[src/fcv_consts.vh]
// Constants for the volatile configuration register one block.
// Assumes inclusion by the fcv design files only.
`ifndef FCV_CONSTS_VH
`define FCV_CONSTS_VH
`define FCV_CMD_WRITE_STATUS_CONFIG 8'h01
`define FCV_CMD_READ_CONFIG_ONE     8'h35
`define FCV_CMD_READ_ANY_REG        8'h65
`define FCV_CMD_WRITE_ANY_REG       8'h71
`define FCV_CMD_OTP_PROGRAM         8'h42
`define FCV_ADDR_CFG_ONE_NV         24'h000002
`define FCV_ADDR_CFG_ONE_V          24'h800002
`define FCV_BIT_ORIGIN              5
`define FCV_BIT_VOLATILITY          3
`define FCV_BIT_PARAM_PLACE         2
`define FCV_BIT_WIDE                1
`define FCV_BIT_LOCK                0
`define FCV_BIT_QPI                 6
`define FCV_BIT_SRWD                7
`define FCV_RESET_VALUE             8'h00
`define FCV_ADDR_BYTES              3
`define FCV_OTP_TOP                 24'h0007FF
`endif

[src/fcv_config_one.v]
// Functional notes
// - Read-config returns register; read-any, write-any, write-status access it.
// - Bits 5,3,2 mirror the nonvolatile protection and layout bits.
// - Host writes to bits 5,3,2 are ignored.
// - Bit 1 set selects 4-bit path; protect pin becomes data, reset pin only while chip select is low.
// - In 4-bit width the write-protect function is held inactive high.
// - Single and dual reads still work in 4-bit width.
// - Width bit cannot be cleared while four-bit instruction mode is set.
// - Write-status command programs nonvolatile width and volatile width in the same cycle.
// - Write-any to volatile width leaves nonvolatile default unchanged.
// - Lock bit freezes protect bits, OTP layout bits and OTP area.
// - Locked writes leave frozen bits unchanged, no error flag.
// - Locked OTP program inside OTP area fails and flags program error.
// - Unlocked, protection bits, lock and OTP area are writable.
// - Lock clears only on power cycle or hardware reset.
// - At power-on lock loads from nonvolatile lock default bit 0.
// - One write may set lock and update other bits together.
// - Lock never blocks width bits; it blocks the whole status byte, status-write-disable included.
// - Reset loads volatile width from nonvolatile width default bit 1.
//
// Serial command decoder for volatile configuration register one.
// Assumes the serial clock arrives as a plain pin sampled by i_clk, which
// must run at least four times faster; the nonvolatile store is outside.
`timescale 1ns/1ps
`include "fcv_consts.vh"
module fcv_config_one #(
   parameter ADDR_W = 24 // Address width of register commands.
) (
   input  wire       i_clk,          // Block clock, 20 MHz.
   input  wire       i_sys_rst,      // Power-on reset, active high.
   input  wire       i_ce,           // Clock enable.
   input  wire       i_hw_rst_n,     // Hardware reset strobe, active low.
   input  wire       i_sw_rst,       // Software reset pulse, same domain.
   input  wire       i_sck,          // Serial clock pin.
   input  wire       i_cs_n,         // Chip select pin, active low.
   input  wire       i_si,           // Serial data in pin.
   input  wire       i_wp_n_in,      // Write-protect / data 2 pin input.
   input  wire       i_rst_io3_in,   // Reset / data 3 pin input.
   input  wire [7:0] i_nv_cfg,       // Nonvolatile config register one.
   input  wire       i_qpi,          // Four-bit instruction mode bit.
   input  wire       i_otp_busy,     // Nonvolatile write in progress.
   output reg        o_so,           // Serial data out.
   output reg        o_so_oe_n,      // Output enable of data out, low on.
   output reg        o_wide,         // Four-bit data width selected.
   output reg        o_lock,         // Protection lock bit.
   output wire       o_wp_n,         // Effective write-protect, low active.
   output wire       o_io3_rst_n,    // Reset seen on data 3 pin.
   output wire       o_io2_data,     // Data 2 value in wide mode.
   output wire       o_io3_data,     // Data 3 value in wide mode.
   output reg        o_nv_wr,        // Pulse: write nonvolatile register.
   output reg  [7:0] o_nv_wdata,     // Data for nonvolatile write.
   output reg        o_bp_wr,        // Pulse: write protect bits allowed.
   output reg  [7:0] o_bp_wdata,     // Status byte for protect write.
   output reg        o_otp_wr,       // Pulse: program OTP location.
   output reg        o_prog_err      // Program error flag, sticky.
);
   // ==========================================================
   // Pin synchronisers
   wire sck_s;
   wire cs_n_s;
   wire si_s;
   wire wp_s;
   wire io3_s;
   wire hwr_s;
   wire [5:0] pins_in = {i_sck, i_cs_n, i_si, i_wp_n_in, i_rst_io3_in,
                         i_hw_rst_n};
   wire [5:0] pins_s;
   // Idle levels: clock low, select high, data low, protect, io3, reset high.
   localparam [5:0] PIN_IDLE = 6'h17;
   genvar g;
   generate
      for (g = 0; g < 6; g = g + 1) begin : g_sync
         fcv_sync u_sync (
            .i_clk     (i_clk),
            .i_sys_rst (i_sys_rst),
            .i_ce      (i_ce),
            .i_rst_val (PIN_IDLE[g]),
            .i_async   (pins_in[g]),
            .o_sync    (pins_s[g])
         );
      end
   endgenerate
   assign {sck_s, cs_n_s, si_s, wp_s, io3_s, hwr_s} = pins_s;

   // ==========================================================
   // Serial clock edge detection
   reg  sck_d;
   reg  cs_d;
   wire sck_rise = sck_s & ~sck_d;
   wire sck_fall = ~sck_s & sck_d;
   wire cs_end   = cs_n_s & ~cs_d;
   always @(posedge i_clk) begin
      if (i_sys_rst) begin
         sck_d <= 1'b0;
         cs_d  <= 1'b1;
      end else if (i_ce) begin
         sck_d <= sck_s;
         cs_d  <= cs_n_s;
      end
   end

   // ==========================================================
   // Pin functions in wide mode
   assign o_wp_n      = o_wide ? 1'b1 : wp_s;
   assign o_io2_data  = o_wide ? wp_s : 1'b0;
   assign o_io3_data  = (o_wide & ~cs_n_s) ? io3_s : 1'b0;
   assign o_io3_rst_n = (o_wide & ~cs_n_s) ? 1'b1 : io3_s;

   // ==========================================================
   // Register view
   wire [7:0] reg_view = {2'b00, i_nv_cfg[`FCV_BIT_ORIGIN], 1'b0,
                          i_nv_cfg[`FCV_BIT_VOLATILITY],
                          i_nv_cfg[`FCV_BIT_PARAM_PLACE],
                          o_wide, o_lock};

   // Merges a written byte: shadows and reserved bits stay, lock only sets.
   function [7:0] fcv_merge;
      input [7:0] cur;
      input [7:0] wr;
      input       four_bit_instruction_mode;
      reg         w;
      begin
         w = wr[`FCV_BIT_WIDE] | four_bit_instruction_mode;
         fcv_merge = {cur[7:2], w, cur[0] | wr[`FCV_BIT_LOCK]};
      end
   endfunction

   // Builds the nonvolatile byte: only the width default may change.
   function [7:0] fcv_nv_byte;
      input [7:0] nv;
      input [7:0] wr;
      input       four_bit_instruction_mode;
      begin
         fcv_nv_byte = {nv[7:2], wr[`FCV_BIT_WIDE] | four_bit_instruction_mode, nv[0]};
      end
   endfunction

   // ==========================================================
   // Command state machine
   localparam ST_CMD  = 3'h0;
   localparam ST_ADDR = 3'h1;
   localparam ST_DATA = 3'h2;
   localparam ST_RD   = 3'h3;
   localparam ST_IGN  = 3'h4;

   reg [2:0]  state;
   reg [7:0]  cmd;
   reg [7:0]  shift;
   reg [4:0]  cnt;
   reg [ADDR_W-1:0] addr;
   reg [7:0]  status_b;
   reg [7:0]  out_sr;
   reg        got_status;
   reg        got_cfg;
   reg        hw_done;

   wire [7:0] shift_n = {shift[6:0], si_s};
   wire       byte_done = sck_rise & (cnt[2:0] == 3'h7);
   wire       in_otp    = (addr <= `FCV_OTP_TOP);
   wire       nv_target = (addr == `FCV_ADDR_CFG_ONE_NV);
   wire       v_target  = (addr == `FCV_ADDR_CFG_ONE_V);
   wire [7:0] merged    = fcv_merge(reg_view, shift_n, i_qpi);

   always @(posedge i_clk) begin
      if (i_sys_rst) begin
         state      <= ST_CMD;
         cmd        <= `FCV_RESET_VALUE;
         shift      <= `FCV_RESET_VALUE;
         cnt        <= 5'h00;
         addr       <= {ADDR_W{1'b0}};
         status_b   <= `FCV_RESET_VALUE;
         out_sr     <= `FCV_RESET_VALUE;
         got_status <= 1'b0;
         got_cfg    <= 1'b0;
         hw_done    <= 1'b0;
         o_so       <= 1'b0;
         o_so_oe_n  <= 1'b1;
         o_wide     <= 1'b0;
         o_lock     <= 1'b0;
         o_nv_wr    <= 1'b0;
         o_nv_wdata <= `FCV_RESET_VALUE;
         o_bp_wr    <= 1'b0;
         o_bp_wdata <= `FCV_RESET_VALUE;
         o_otp_wr   <= 1'b0;
         o_prog_err <= 1'b0;
      end else if (i_ce) begin
         o_nv_wr  <= 1'b0;
         o_bp_wr  <= 1'b0;
         o_otp_wr <= 1'b0;
         // Defaults load once after power-on and on each hardware reset.
         if (!hw_done || !hwr_s) begin
            o_wide  <= i_nv_cfg[`FCV_BIT_WIDE];
            o_lock  <= i_nv_cfg[`FCV_BIT_LOCK];
            hw_done <= 1'b1;
         end
         if (i_sw_rst)
            o_prog_err <= 1'b0;
         if (cs_n_s) begin
            state     <= ST_CMD;
            cnt       <= 5'h00;
            o_so_oe_n <= 1'b1;
            if (cs_end && got_status && cmd == `FCV_CMD_WRITE_STATUS_CONFIG)
               begin
               // Status-only write: lock blocks the whole byte, disable bit included.
               o_bp_wr    <= ~o_lock;
               o_bp_wdata <= status_b;
            end
            got_status <= 1'b0;
            got_cfg    <= 1'b0;
         end else if (sck_rise) begin
            shift <= shift_n;
            cnt   <= cnt + 5'h01;
            case (state)
               ST_CMD: begin
                  if (byte_done) begin
                     cmd <= shift_n;
                     cnt <= 5'h00;
                     case (shift_n)
                        `FCV_CMD_WRITE_STATUS_CONFIG: state <= ST_DATA;
                        `FCV_CMD_READ_CONFIG_ONE: begin
                           state  <= ST_RD;
                           out_sr <= reg_view;
                        end
                        `FCV_CMD_READ_ANY_REG,
                        `FCV_CMD_WRITE_ANY_REG,
                        `FCV_CMD_OTP_PROGRAM: state <= ST_ADDR;
                        default: state <= ST_IGN;
                     endcase
                  end
               end
               ST_ADDR: begin
                  addr <= {addr[ADDR_W-2:0], si_s};
                  if (cnt == 5'd23) begin
                     cnt <= 5'h00;
                     if (cmd == `FCV_CMD_READ_ANY_REG) begin
                        state  <= ST_RD;
                        out_sr <= reg_view;
                     end else
                        state <= ST_DATA;
                  end
               end
               ST_DATA: begin
                  if (byte_done) begin
                     case (cmd)
                        `FCV_CMD_WRITE_STATUS_CONFIG: begin
                           if (!got_status) begin
                              status_b   <= shift_n;
                              got_status <= 1'b1;
                           end else if (!got_cfg) begin
                              got_cfg    <= 1'b1;
                              got_status <= 1'b0;
                              o_bp_wr    <= ~o_lock;
                              o_bp_wdata <= status_b;
                              o_nv_wr    <= 1'b1;
                              o_nv_wdata <= fcv_nv_byte(i_nv_cfg, shift_n,
                                 i_qpi);
                              {o_wide, o_lock} <= merged[1:0];
                              state <= ST_IGN;
                           end
                        end
                        `FCV_CMD_WRITE_ANY_REG: begin
                           if (v_target)
                              {o_wide, o_lock} <= merged[1:0];
                           if (nv_target) begin
                              o_nv_wr    <= 1'b1;
                              o_nv_wdata <= fcv_nv_byte(i_nv_cfg, shift_n,
                                 i_qpi);
                           end
                           state <= ST_IGN;
                        end
                        `FCV_CMD_OTP_PROGRAM: begin
                           if (o_lock && in_otp)
                              o_prog_err <= 1'b1;
                           else if (in_otp && !i_otp_busy)
                              o_otp_wr <= 1'b1;
                           state <= ST_IGN;
                        end
                        default: state <= ST_IGN;
                     endcase
                  end
               end
               default: ;
            endcase
         end else if (sck_fall && state == ST_RD) begin
            o_so_oe_n <= 1'b0;
            o_so      <= out_sr[7];
            out_sr    <= {out_sr[6:0], out_sr[7]};
         end
      end
   end
endmodule // fcv_config_one

[src/fcv_sync.v]
// Two-flop synchroniser for one level from outside the clock domain.
// Assumes i_clk is the block clock; i_ce freezes it.
`timescale 1ns/1ps
module fcv_sync (
   input  wire i_clk,    // Block clock.
   input  wire i_sys_rst,// Synchronous reset, active high.
   input  wire i_ce,     // Clock enable.
   input  wire i_rst_val,// Value taken under reset.
   input  wire i_async,  // Asynchronous input.
   output reg  o_sync    // Synchronised output.
);
   reg stage1;

   always @(posedge i_clk) begin
      if (i_sys_rst) begin
         // Both stages start at the pin's idle level, so no false edge follows.
         stage1 <= i_rst_val;
         o_sync <= i_rst_val;
      end else if (i_ce) begin
         stage1 <= i_async;
         o_sync <= stage1;
      end
   end

endmodule // fcv_sync
[config.mk]
export PLATFORM = sky130hd
export DESIGN_NAME = fcv_config_one
export DESIGN_NICKNAME = d
export VERILOG_FILES = /design/src/fcv_config_one.v /design/src/fcv_sync.v
export VERILOG_INCLUDE_DIRS = /design/src
export SDC_FILE = /design/constraint.sdc
export NUM_CORES = 1
export LEC_CHECK = 0
export ABC_CLOCK_PERIOD_IN_PS = 3090
export BUFFER_PORTS_ARGS = -buffer_cell sky130_fd_sc_hd__buf_2
export CORE_MARGIN = 1.5
export CORE_UTILIZATION = 58
export CTS_CLUSTER_DIAMETER = 120
export DETAILED_ROUTE_END_ITERATION = 8
export GPL_ROUTABILITY_DRIVEN = 0
export PLACE_DENSITY = 0.79
export SYNTH_ARGS = -nofsm -noshare
export SYNTH_HDL_FRONTEND = slang
export SYNTH_SLANG_ARGS = --single-unit
[constraint.sdc]
create_clock -name i_clk -period 3.09 [get_ports i_clk]
set_clock_uncertainty 0.2 [all_clocks]
set_input_delay 0.1545 -clock i_clk [delete_from_list [all_inputs] [get_ports i_clk]]
set_output_delay 0.1545 -clock i_clk [all_outputs]
set_load 0.01 [all_outputs]
Yosys cells after proc, flatten, opt, wreduce, memory -nomap -nowiden
Index checks and enable logic that the tools add are counted.

storage, ports and cells
  register bits = 104
  output and inout bits = 28
  logic and storage cells = 219

cells by class
  add/sub/neg operators = 1
  order comparisons = 1
  equality and inequality tests = 32
  multiplexer cells = 103
  bitwise logic cells = 14
  reductions and logical operators = 34

operator list
  operator                number
  $mux W8                 17
  $mux W1                 66
  $eq A8 B7 Y1 const B    6
  $pmux W8 S2             2
  $eq A24 B2 Y1 const B   1
  $eq A24 B24 Y1 const B  1
  $le A24 B11 Y1 const B  1
  $mux W3                 8
  $reduce_and A8 Y1       3
  $mux W5                 4
  $pmux W3 S3             2
  $eq A8 B1 Y1 const B    2
  $reduce_bool A2 Y1      8
  $ne A3 B3 Y1 const B    4
  $pmux W5 S2             1
  $reduce_and A5 Y1       2
  $ne A3 B2 Y1 const B    3
  $reduce_and A9 Y1       1
  $eq A8 B6 Y1 const B    1
  $ne A2 B2 Y1 const B    4
  $ne A4 B3 Y1 const B    2
  $reduce_and A4 Y1       2
  $not A1 Y1              7
  $reduce_and A7 Y1       1
  19 further kinds        36

Logic depth before layout (Yosys ltp)
Gate-level depths: netlist (run 1).

  depth in word-level cells = 10
  mapped depth = 8
  depth with buffers taken out = 7

Modules after synthesis
From an unflattened synthesis (run 1), not the netlist that was laid out.

second synthesis, totals
  cell total of the unflattened synthesis = 507
  area, all modules = 4643.2 um^2

by module, submodules not included
  module          times used  cells an instance  area an instance (um^2)  seq. area each (um^2)
  fcv_config_one  1           477                4110.2                   1841.8
  fcv_sync        6           5                  88.8                     60.1

Worst setup path before layout (run 1)
No wires, ideal clock.

  path kind = register -> register
  start point = reg cnt[0]
  end point = reg o_nv_wdata[1]
  setup time = 0.072 ns
  arrival time = 1.999 ns
  path slack = 0.820 ns
  cell stages (with the launch flop) = 9
  buffers on the path = 1
  clock period less this slack = 2.270 ns
  cells stage by stage = dfxtp_1 ha_1 ha_1 and4bb_4 nand2_2 or4_1 o31ai_1 buf_6 mux2i_1

between the ends
  longest elaborated chain between the ends = 3

RTL lines
  what                                line                  RTL
  start, declared                     fcv_config_one.v:149  reg [4:0] cnt;
  start signal, assigned              fcv_config_one.v:212  cnt <= cnt + 5'h01;
  $eq A3 B3 Y1                        fcv_config_one.v:158  wire byte_done = sck_rise & (cnt[2:0] == 3'h7);
  $and A1 B1 Y1                       fcv_config_one.v:158
  $reduce_and A9 Y1 (no source line)  -
  end signal, assigned                fcv_config_one.v:181  o_nv_wdata <= `FCV_RESET_VALUE;
  end signal, assigned                fcv_config_one.v:255  o_nv_wdata <= fcv_nv_byte(i_nv_cfg, shift_n,
  end signal, assigned                fcv_config_one.v:266  o_nv_wdata <= fcv_nv_byte(i_nv_cfg, shift_n,
  end, declared                       fcv_config_one.v:51   output reg [7:0] o_nv_wdata,

Every way passes these cells.
A chain may end at the register's enable or synchronous reset.

Final worst setup path (run 1)
  start point = reg cnt[0]
  end point = reg o_nv_wdata[0]

Same word-level chain as after synthesis.

==> summary by stage, run 1 <==
Global route
The number of antenna violations at the first check in global routing was 0. The all-layer global routing usage is 25.24%. The wire length of the first global-routing pass is 17130 um. Entering global routing, the biggest net connects 33 pins.

The via count of the first global-routing pass is 3699. The remaining global-route overflow is 0.

STA
The maximum frequency from static timing analysis is 373.5 MHz. After layout, the worst setup slack is 412.6 ps. The number of slew-limit violations in the final report is 0. The final period utilization is 86.65%. The headroom to the max-slew limit is 28.87%. After routing, the total negative slack on setup checks comes to 0 ps. The final number of hold-violating endpoints is 0. The actual transition at the worst max-transition pin is 1061 ps. Setup repair after global routing left no endpoint under its margin. The final period demand of the worst path is 2677 ps. The tightest hold path in the finished design has a slack of 24.82 ps. The setup-violating endpoint count in the final report is 0.

Power
The areal power density over the cells is 443.8 nW/um^2. The total power is 2.290 mW. In this run the static leakage power is 1.978 nW.

The highest ir drop seen on vdd is 0.2729 mV.

Logic synthesis
The post-synthesis register bit count is 104. The basic-gate share of the synthesized area counting and, or, nand and nor cells is 25.35%. The primary flip-flop cell chosen by synthesis mapping is sky130_fd_sc_hd__dfxtp_1. For this run, asynchronously set or reset flops after synthesis account for 0%.

The cell area after synthesis is 4517 um^2. Summing the areas of all fa, ha and maj instances in the mapped netlist gives 0.5540% of the synthesized area. When the netlist entered floorplanning its net count stood at 550. After synthesis, flip-flops and latches occupy 46.09% of the total area. The cell count after synthesis is 528. Dividing the synthesized area by the synthesized cell count gives 8.555 um^2.

The count of cell types in the netlist is 60. The area share of xor/xnor cells in the synthesized design is 0.1939%. The proportion of synthesized area in mux cells is 10.44%. The Yosys warning count is 0. In this run, synthesis inferred 0 flip-flops with an integrated enable.

The largest family of logic cells by synthesized area is simple AND/OR/NAND/NOR gates. The compound-gate portion of the synthesized area is 13.46%.

Die
The initial utilization of the core area, before any placement, comes to 60.97%. The number of cell rows is 31. The area of the core region is 7408 um^2.

The die boundary width is 91.25 um. In this run the vertical extent of the chip is 91.25 um. The die outline area is 8326 um^2. During I/O placement, the number of pins put on the boundary was 48.

Outcome
The run finished with clean final reports.

Min path
The startpoint identified for the worst hold timing path is i_qpi. The worst hold path passes through 3 cells. The path with the worst hold slack has its endpoint at o_nv_wdata[1]$_SDFFE_PP0P_. The worst hold path belongs to the class in -> reg.

Setup path
STA puts the critical path data required time at 3170 ps. The setup slack of the most critical reg-to-reg path is 410 ps. The worst setup path is captured at a flop.

The length in cells of the worst reg-to-reg path is 6. The signal arrival time at the worst endpoint is 2760 ps. STA classifies the critical path startpoint as a flop. The kind of critical path is reg -> reg. The reg-to-reg startpoint is cnt[0]$_SDFFE_PP0P_. Along the worst path, the maximum fanout reaches 9. Tracing the worst setup path back leads to its startpoint at cnt[0]$_SDFFE_PP0P_. The worst reg2reg path endpoint is o_nv_wdata[0]$_SDFFE_PP0P_.

Finish
The antenna diode instance count is 0. Cells fill 69.65% of the core in the end. The final instance count without filler cells is 686. At the end of the flow, the number of nets in the layout was 604. In the layout the commonest cells are 118 x sky130_fd_sc_hd__nand2_1, 104 x sky130_fd_sc_hd__dfxtp_1, 52 x sky130_fd_sc_hd__nor2_1. The most common library cell in the layout ignoring fill and taps is sky130_fd_sc_hd__nand2_1. The area growth from synthesis to final layout is 14.24%. After routing the design area is 5160 um^2. The fraction of layout cells with a size suffix above 1 is 15.33%.

Placement
The HPWL after detailed placement is 6806 um. The number of input and output port buffers inserted is 47. The cell total after placement is 654. Summing all placed instances gives a cell area of 4810 um^2. The pre-CTS setup slack is 420.6 ps.

Drt
The first routing iteration left 183 violations. The average wire length per cell after detail routing is 14.38 um. The DRC violation count after routing is 0. The detailed router placed 3840 vias in this run.

The first detailed-routing pass took 4 iterations. The count of nets left with antenna violations after detail routing is 0. After detailed routing, the number of vias per cell comes to 5.598. After detailed routing, the total wire length is 9867 um.

Clock network
The H-tree depth is 3. TritonCTS built the clock tree. After clock tree synthesis, the clock-pin slew on the worst setup and hold paths is 100 ps.

CTS saw 104 sinks. The worst-case clock buffer depth is 2. At the later pin of the worst-skew pair, clock insertion delay measures 360 ps. The cell at the root of the clock tree is sky130_fd_sc_hd__clkbuf_8. The number of cells upsized or downsized after cts is 0. The number of buffers added for setup after CTS is 0. The TritonCTS buffer count is 9.

Job
The reported max-cap violation count is 0.
-- flip-flops by register name, summed over array words and instances, names as in the netlist, 3 cells and up --
register,count
addr,24
o_bp_wdata,8
g_sync.u_sync.o_sync,6
o_nv_wdata,8
cmd,8
cnt,5
status_b,8
g_sync.u_sync.stage1,6
shift,7
state,3
out_sr,8
-- cell type report --
cell class	count	area (um^2)
Multi-Input combinational cell	385	2263
Fill cell	615	2248
Sequential cell	104	2082
Timing Repair Buffer	72	462.9
Clock buffer	11	151.4
Tap cell	99	123.9
Clock inverter	5	38.79
Inverter	10	37.54
-- cell families after synthesis --
logic type,Yosys count
compound gates,93
flops,104
fa+ha+maj,2
mux,47
simple gates,242
buf+inv,39
xor+xnor,1
-- layer usage --
metal | track usage [%] | routed length (um) | vias to the layer above | part of all wire [%]
li1 | - | - | 1934 | -
met1 | 32.49 | 4461 | 1800 | 45
met2 | 41.54 | 4778 | 84 | 48
met3 | 4.941 | 392 | 22 | 4.0
met4 | 9.896 | 234 | 0 | 2.4
met5 | 0 | 0 | - | 0
-- synthesized netlist by cell type, types with 2 or more instances --
cell	count	share of area [%]
sky130_fd_sc_hd__nand2_1	118	9.8
sky130_fd_sc_hd__dfxtp_1	104	46
sky130_fd_sc_hd__nor2_1	52	4.3
sky130_fd_sc_hd__a21oi_1	50	5.5
sky130_fd_sc_hd__mux2i_1	46	10
sky130_fd_sc_hd__clkbuf_1	18	1.5
sky130_fd_sc_hd__nand3_1	11	1.2
sky130_fd_sc_hd__inv_1	10	0.83
sky130_fd_sc_hd__o21ai_0	9	1.0
sky130_fd_sc_hd__nor4_1	8	1.1
sky130_fd_sc_hd__nor2b_1	7	0.97
sky130_fd_sc_hd__nor3_1	7	0.78
sky130_fd_sc_hd__nand2b_1	6	0.83
sky130_fd_sc_hd__a211oi_2	5	1.4
sky130_fd_sc_hd__or3_1	5	0.69
sky130_fd_sc_hd__buf_1	4	0.33
sky130_fd_sc_hd__a211oi_1	3	0.50
sky130_fd_sc_hd__a22oi_1	3	0.50
sky130_fd_sc_hd__and3_1	3	0.42
sky130_fd_sc_hd__buf_2	3	0.33
sky130_fd_sc_hd__buf_6	3	0.75
sky130_fd_sc_hd__nand4_1	3	0.42
sky130_fd_sc_hd__a211o_1	2	0.39
sky130_fd_sc_hd__a31oi_1	2	0.28
sky130_fd_sc_hd__and4b_1	2	0.44
sky130_fd_sc_hd__ha_1	2	0.55
sky130_fd_sc_hd__nand4b_1	2	0.39
sky130_fd_sc_hd__nor3b_1	2	0.33
sky130_fd_sc_hd__nor4b_1	2	0.39
sky130_fd_sc_hd__o2111ai_1	2	0.39
sky130_fd_sc_hd__o211ai_1	2	0.33
sky130_fd_sc_hd__o21a_1	2	0.33
sky130_fd_sc_hd__o31ai_1	2	0.33
sky130_fd_sc_hd__or4b_1	2	0.44
-- power by group --
part           switching (mW)  total, mW  internal [mW]
Sequential             0.0128       1.36           1.35
Combinational          0.0732      0.127         0.0538
Clock                   0.456      0.799          0.343
Total                   0.542       2.29           1.75
-- what timing repair did --
item | CTS | global route
hold endpoints to repair | 20 | 0
setup endpoints to repair | 0 | 0
hold buffers | 16 | 0
-- critical path, stage by stage (launching register included) --
cell	delay [ps]
sky130_fd_sc_hd__dfxtp_1	380
sky130_fd_sc_hd__ha_1	200
sky130_fd_sc_hd__ha_1	210
sky130_fd_sc_hd__and4bb_4	280
sky130_fd_sc_hd__nand2_2	110
sky130_fd_sc_hd__o31ai_2	930
sky130_fd_sc_hd__mux2i_1	290
-- worst max path at each step --
stage                                  to  slack (ps)  cells after the start
4_1_cts        o_nv_wdata[0]$_SDFFE_PP0P_         400                      6
3_3_place_gp   o_nv_wdata[6]$_SDFFE_PP0P_         580                      6
2_1_floorplan  o_nv_wdata[1]$_SDFFE_PP0P_         820                      8
6_report       o_nv_wdata[0]$_SDFFE_PP0P_         410                      6
5_1_grt        o_nv_wdata[7]$_SDFFE_PP0P_         210                      6
3_5_place_dp   o_nv_wdata[0]$_SDFFE_PP0P_         420                      6
(Power assumes the default switching activity.)
==> inputs of run 2 (changes only) <==
--- a/config.mk
+++ b/config.mk
@@ -6,6 +6,7 @@
 export SDC_FILE = /design/constraint.sdc
 export NUM_CORES = 1
 export LEC_CHECK = 0
+export ABC_AREA = 0
 export ABC_CLOCK_PERIOD_IN_PS = 3090
 export BUFFER_PORTS_ARGS = -buffer_cell sky130_fd_sc_hd__buf_2
 export CORE_MARGIN = 1.5
@@ -13,6 +14,7 @@
 export CTS_CLUSTER_DIAMETER = 120
 export DETAILED_ROUTE_END_ITERATION = 8
 export GPL_ROUTABILITY_DRIVEN = 0
+export MAX_ROUTING_LAYER = met4
 export PLACE_DENSITY = 0.79
 export SYNTH_ARGS = -nofsm -noshare
 export SYNTH_HDL_FRONTEND = slang
==> summary by stage, run 2 (same netlist as run 1, synthesis figures left out) <==
Setup path
In this run the worst path has a maximum fanout of 9. The critical path data required time is 3180 ps. The signal arrival time at the worst endpoint is 2760 ps. The kind of critical path is reg -> reg. The worst setup path is launched from a flop. The element type at the critical path end is a flop.

STA
Setup repair after global routing left no endpoint under its margin. Setup violations remaining at the end of the flow were counted as 0. After layout, the worst path uses 86.41% of the clock period. The headroom to the max-slew limit is 28.99%.

For this run, the top clock speed supported by timing is 374.5 MHz. Summed over all failing endpoints, the final setup total negative slack is 0 ps. The final number of hold-violating endpoints is 0.

The number of slew-limit violations in the final report is 0. The final period demand of the worst path is 2670 ps. For the pin with the worst max-slew slack, the measured transition is 1059 ps.

Finish
The antenna diode instance count is 0. The largest register by flop count is addr. The area growth from synthesis to layout is 14.24%. For this run, the number of standard cells in the final layout without fillers is 686. The fraction of layout cells with a size suffix above 1 is 15.33%.

The register with the most flip-flops in the layout has 24 of them. Counting the fill cells in the layout gives 615. The most common library cell in the layout ignoring fill and taps is sky130_fd_sc_hd__nand2_1. At the end of the flow, the number of nets in the layout was 604. Leaving out fill and tap cells, the most frequent cells in the layout are 118 x sky130_fd_sc_hd__nand2_1, 104 x sky130_fd_sc_hd__dfxtp_1, 52 x sky130_fd_sc_hd__nor2_1. The core utilization of the finished layout is 69.65%.

Drt
In the final routed layout, each cell accounts on average for 14.34 um. The count of nets left with antenna violations after detail routing is 0. Wires add up to 9838 um.

In this run, the number of DRC markers left after iteration 0 of detailed routing was 172. The DRC violation count after routing is 0. Using the TritonRoute via totals, the vias-per-cell ratio works out to 5.637. The count of vias placed by the detailed router is 3867. The length of the first detailed-routing pass in iterations is 4.

Power
The internal portion of total power is 1.749 mW. The clock group share of total power is 35.0%. Net switching is 23.75% of the power. The share of total power dissipated in combinational logic is 5.5%. The total power is 2.293 mW.

For this design the ratio of total power to cell area is 444.4 nW/um^2. The analysis attributes to net switching a power of 544.5 uW. IR analysis of the VDD net gives a maximum drop of 0.2723 mV.

The static leakage power is 1.978 nW. The share of total power dissipated in sequential elements is 59.5%.

Die
The die is 91.25 um wide. The initial core utilization is 60.97%. Pin placement for this block handled 48 I/O pins.

The number of cell rows is 31. The region available for standard cell placement spans 7408 um^2. From bottom edge to top edge, the die measures 91.25 um.

The die outline area is 8326 um^2.

Clock network
The number of cells upsized or downsized after cts is 0. The TritonCTS buffer count is 9. TritonCTS built the clock tree.

The cell at the root of the clock tree is sky130_fd_sc_hd__clkbuf_8. The clock passes through at most 2 buffers. The H-tree was split into 3 levels. The clock net in this run drives a total of 104 sinks.

The post-CTS clock slew at the launch and capture registers of the worst setup and hold paths is 100 ps. For the worst-skew pair, the clock arrives at the later sink with an insertion delay of 360 ps. In this run, post-CTS hold repair placed 16 buffers. Buffers added to address setup during post-CTS repair amount to 0.

Global route
The remaining global-route overflow is 0. The wire length of the first global-routing pass is 17130 um. The via count of the first global-routing pass is 3698. The all-layer global routing usage is 25.95%.

The number of antenna violations at the first check in global routing is 0. The maximum number of pins on one net before global-route repair is 33.

Min path
In this run the worst hold path is classified as in -> reg.

Outcome
The flow ran to the end, and the final reports show no timing, DRC or antenna violations.

Placement
The number of input and output port buffers inserted is 47. Counting tap cells, the placed design contains a total of 654 instances. The HPWL after detailed placement is 6806 um.

Job
The reported max-cap violation count is 0.
==> run 2: per-stage QoR <==
| step | hold slack [ps] | setup slack (ps) | cell area, um^2 |
|---|---|---|---|
| finish | 15.48 | 420.1 | 5160 |
| global route | 17.37 | 212.7 | 5160 |
| CTS | 5.206 | 399.2 | 5160 |
| detailed placement | 177.1 | 420.6 | 4810 |
| global placement | 173.7 | 576.4 | 4810 |
| floorplan | 82.89 | 819.7 | 4517 |
==> run 2: worst paths after layout <==
| kind | from | endpoint | slack (ps) | cells past startpoint |
|---|---|---|---|---|
| max | cnt[0]$_SDFFE_PP0P_ | o_nv_wdata[0]$_SDFFE_PP0P_ | 420 | 6 |
| min | i_qpi | o_nv_wdata[1]$_SDFFE_PP0P_ | 20 | 3 |
| max reg2reg | cnt[0]$_SDFFE_PP0P_ | o_nv_wdata[0]$_SDFFE_PP0P_ | 420 | 6 |
| min reg2reg | o_nv_wdata[4]$_SDFFE_PP0P_ | o_nv_wdata[4]$_SDFFE_PP0P_ | 260 | 2 |
==> run 2: layer usage <==
layer  wire, um  vias up  GRT usage, %
li1           -     1937             -
met1       4375     1814         32.44
met2       4799       96         41.54
met3        476       20         4.941
met4        186        0         9.896
met5          0        -             -
==> run 2: worst max-delay path: stages, from the launching register on <==
cell	delay, ps
sky130_fd_sc_hd__dfxtp_1	380
sky130_fd_sc_hd__ha_1	200
sky130_fd_sc_hd__ha_1	210
sky130_fd_sc_hd__and4bb_4	280
sky130_fd_sc_hd__nand2_2	110
sky130_fd_sc_hd__o31ai_2	930
sky130_fd_sc_hd__mux2i_1	280
==> run 2: power groups by stage <==
stage,registers (mW),logic (mW),clock network [mW]
2_1_floorplan,1.39,0.0761,0
3_3_place_gp,1.39,0.106,0
3_5_place_dp,1.40,0.110,0
4_1_cts,1.36,0.126,0.821
5_1_grt,1.37,0.140,0.879
6_report,1.36,0.127,0.802
==> run 2: area by class of cell <==
class / instances / area [um^2] / share of cell area (%)
Clock buffer: 11 / 151.4 / 2.934
Clock inverter: 5 / 38.79 / 0.7517
Inverter: 10 / 37.54 / 0.7274
Multi-Input combinational cell: 385 / 2263 / 43.87
Sequential cell: 104 / 2082 / 40.35
Tap cell: 99 / 123.9 / 2.401
Timing Repair Buffer: 72 / 462.9 / 8.972
==> inputs of run 3 (changes only) <==
--- a/config.mk
+++ b/config.mk
@@ -10,12 +10,14 @@
 export ABC_CLOCK_PERIOD_IN_PS = 3090
 export BUFFER_PORTS_ARGS = -buffer_cell sky130_fd_sc_hd__buf_2
 export CORE_MARGIN = 1.5
-export CORE_UTILIZATION = 58
+export CORE_UTILIZATION = 60
+export CTS_BUF_LIST = sky130_fd_sc_hd__clkbuf_8
 export CTS_CLUSTER_DIAMETER = 120
 export DETAILED_ROUTE_END_ITERATION = 8
 export GPL_ROUTABILITY_DRIVEN = 0
+export GPL_TIMING_DRIVEN = 0
 export MAX_ROUTING_LAYER = met4
-export PLACE_DENSITY = 0.79
+export PLACE_DENSITY = 0.81
 export SYNTH_ARGS = -nofsm -noshare
 export SYNTH_HDL_FRONTEND = slang
 export SYNTH_SLANG_ARGS = --single-unit
==> summary by stage, run 3 (same netlist as run 1, synthesis figures left out) <==
Finish
The post-route netlist has 13.96% of its cells at a drive strength greater than 1. Counting the fill cells in the layout gives 568. The number of flip-flops in the largest register is 24. The most common library cell in the layout ignoring fill and taps is sky130_fd_sc_hd__nand2_1. Compared with the post-synthesis result, the final layout area differs by 17.04%. Leaving out fill and tap cells, the most frequent cells in the layout are 118 x sky130_fd_sc_hd__nand2_1, 104 x sky130_fd_sc_hd__dfxtp_1, 52 x sky130_fd_sc_hd__nor2_1. The sequential cell area is 2082 um^2. The multi-input combinational cells in the finished layout cover a total of 2258 um^2.

The antenna diode instance count is 0. The register with the most flip-flops in the final layout is addr. The total number of nets in the final design is 627.

Setup path
For the worst setup path, the data required time is 3130 ps. Data on the critical path arrives at its endpoint at 2660 ps. The category of the worst setup path launch point is a flop. Of all nets on the critical path, the largest fanout is 8.

The worst setup path is of the reg -> reg kind. The element type at the critical path end is a flop.

Drt
For this run, design rule violations remaining after detail routing come to 0. Using the TritonRoute via totals, the vias-per-cell ratio works out to 5.677. Once detail routing completed, the nets flagged for antenna violations numbered 0. For this run, the detailed router's first-pass iteration total came to 5.

After detailed routing, the average wire length per cell comes to 14.86 um. For this block, the routed nets add up to 10520 um of wire. The count of vias placed by the detailed router is 4019.

In this run, the number of DRC markers left after iteration 0 of detailed routing was 181.

Clock network
The number of cells upsized or downsized after cts is 0. The TritonCTS buffer count is 9. Counting along the longest clock path gives a buffer depth of 2. The count of hold buffers inserted by post-cts repair is 19. The clock drives 104 sinks. After clock tree synthesis, the setup repair step added 0 buffers.

TritonCTS built the clock tree. The post-CTS clock slew at the launch and capture registers of the worst setup and hold paths is 90 ps. CTS built an H-tree with a depth of 3.

Clock tree synthesis selected as its root buffer the cell sky130_fd_sc_hd__clkbuf_8. At the later pin of the worst-skew pair, clock insertion delay measures 370 ps.

STA
The maximum frequency from static timing analysis is 381.8 MHz. The final number of hold-violating endpoints is 0. The actual transition at the worst max-transition pin is 944.7 ps. The tightest hold path in the finished design has a slack of 257.8 ps.

Setup violations remaining at the end of the flow were counted as 0. The number of slew-limit violations in the final report is 0. After layout, the worst path uses 84.75% of the clock period. Setup repair after global routing left no endpoint under its margin.

The headroom to the max-slew limit is 36.54%. The final period demand of the worst path is 2619 ps. In the final timing run, aggregate negative setup slack is 0 ps.

Placement
The HPWL after detailed placement is 7398 um. During placement, the flow inserted port buffers numbering 47.

Global route
The all-layer global routing usage is 28.18%. The via count of the first global-routing pass came to 3839. The maximum number of pins on one net before global-route repair is 16. The number of antenna violations at the first check in global routing is 0. The first global-routing pass estimated 18020 um of wire. The remaining global-route overflow is 0.

Power
After layout, the design draws a total of 2.436 mW. IR analysis of the VDD net gives a maximum drop of 0.2629 mV. Summed over all cells, the static leakage comes to 2.026 nW.

For this design the ratio of total power to cell area is 460.9 nW/um^2.

Min path
The path class of the lowest-slack min-delay path is reg -> reg.

Die
The initial core utilization is 62.27%. For this design the top-level I/O count stands at 48. The floorplan step defined a die boundary enclosing 8058 um^2. In this run the horizontal extent of the chip is 89.77 um. The die is 89.77 um tall. The number of cell rows is 31.

The area of the core region is 7253 um^2.

Outcome
The flow ran to the end, and the final reports show no timing, DRC or antenna violations.

Job
The reported max-cap violation count is 0.
run 3: cell type report:
| type | count | area share, % |
|---|---|---|
| multi-input cells | 385 | 42.72 |
| flip-flops and latches | 104 | 39.38 |
| repair buffers | 66 | 8.047 |
| clock buffers | 11 | 2.864 |
| plain buffers | 29 | 2.627 |
| well taps | 99 | 2.343 |
| clock inverters | 4 | 1.302 |
| inverters | 10 | 0.7101 |
run 3: power breakdown:
group	leakage [nW]	switching (mW)	internal, mW
Sequential	0.840	0.0103	1.35
Combinational	1.07	0.0805	0.0580
Clock	0.117	0.444	0.492
Total	2.03	0.535	1.90
run 3: worst paths after layout:
path	from	to	slack, ps	cells past startpoint
max	cnt[0]$_SDFFE_PP0P_	o_bp_wdata[6]$_SDFFE_PP0P_	470	7
min	o_nv_wdata[7]$_SDFFE_PP0P_	o_nv_wdata[7]$_SDFFE_PP0P_	260	2
max reg2reg	cnt[0]$_SDFFE_PP0P_	o_bp_wdata[6]$_SDFFE_PP0P_	470	7
min reg2reg	o_nv_wdata[7]$_SDFFE_PP0P_	o_nv_wdata[7]$_SDFFE_PP0P_	260	2
run 3: worst max-delay path, cell delays in order (launching register included):
cell	delay, ps
sky130_fd_sc_hd__dfxtp_1	380
sky130_fd_sc_hd__ha_1	210
sky130_fd_sc_hd__ha_1	230
sky130_fd_sc_hd__and4bb_4	290
sky130_fd_sc_hd__a32oi_2	150
sky130_fd_sc_hd__nor4_4	700
sky130_fd_sc_hd__mux2i_1	270
sky130_fd_sc_hd__nor2_1	50
run 3: layer usage:
layer	up-vias	global-route usage, %	wire length, um
met5	-	-	0
met4	0	13.36	267
met3	27	4.569	652
met2	130	45.23	4880
met1	1882	34.82	4722
li1	1980	-	-
run 3: stage by stage:
| step | setup slack (ps) | utilization, % | std cells | instance area, um^2 |
|---|---|---|---|---|
| final | 471.1 | 72.88 | 708 | 5286 |
| after global routing | 286.7 | 72.88 | 708 | 5286 |
| after CTS | 460.5 | 72.88 | 708 | 5286 |
| after detailed placement | 484.2 | 67.22 | 674 | 4876 |
| after global placement | 549.2 | 67.22 | 674 | 4876 |
| after floorplan | 819.7 | - | 528 | 4517 |
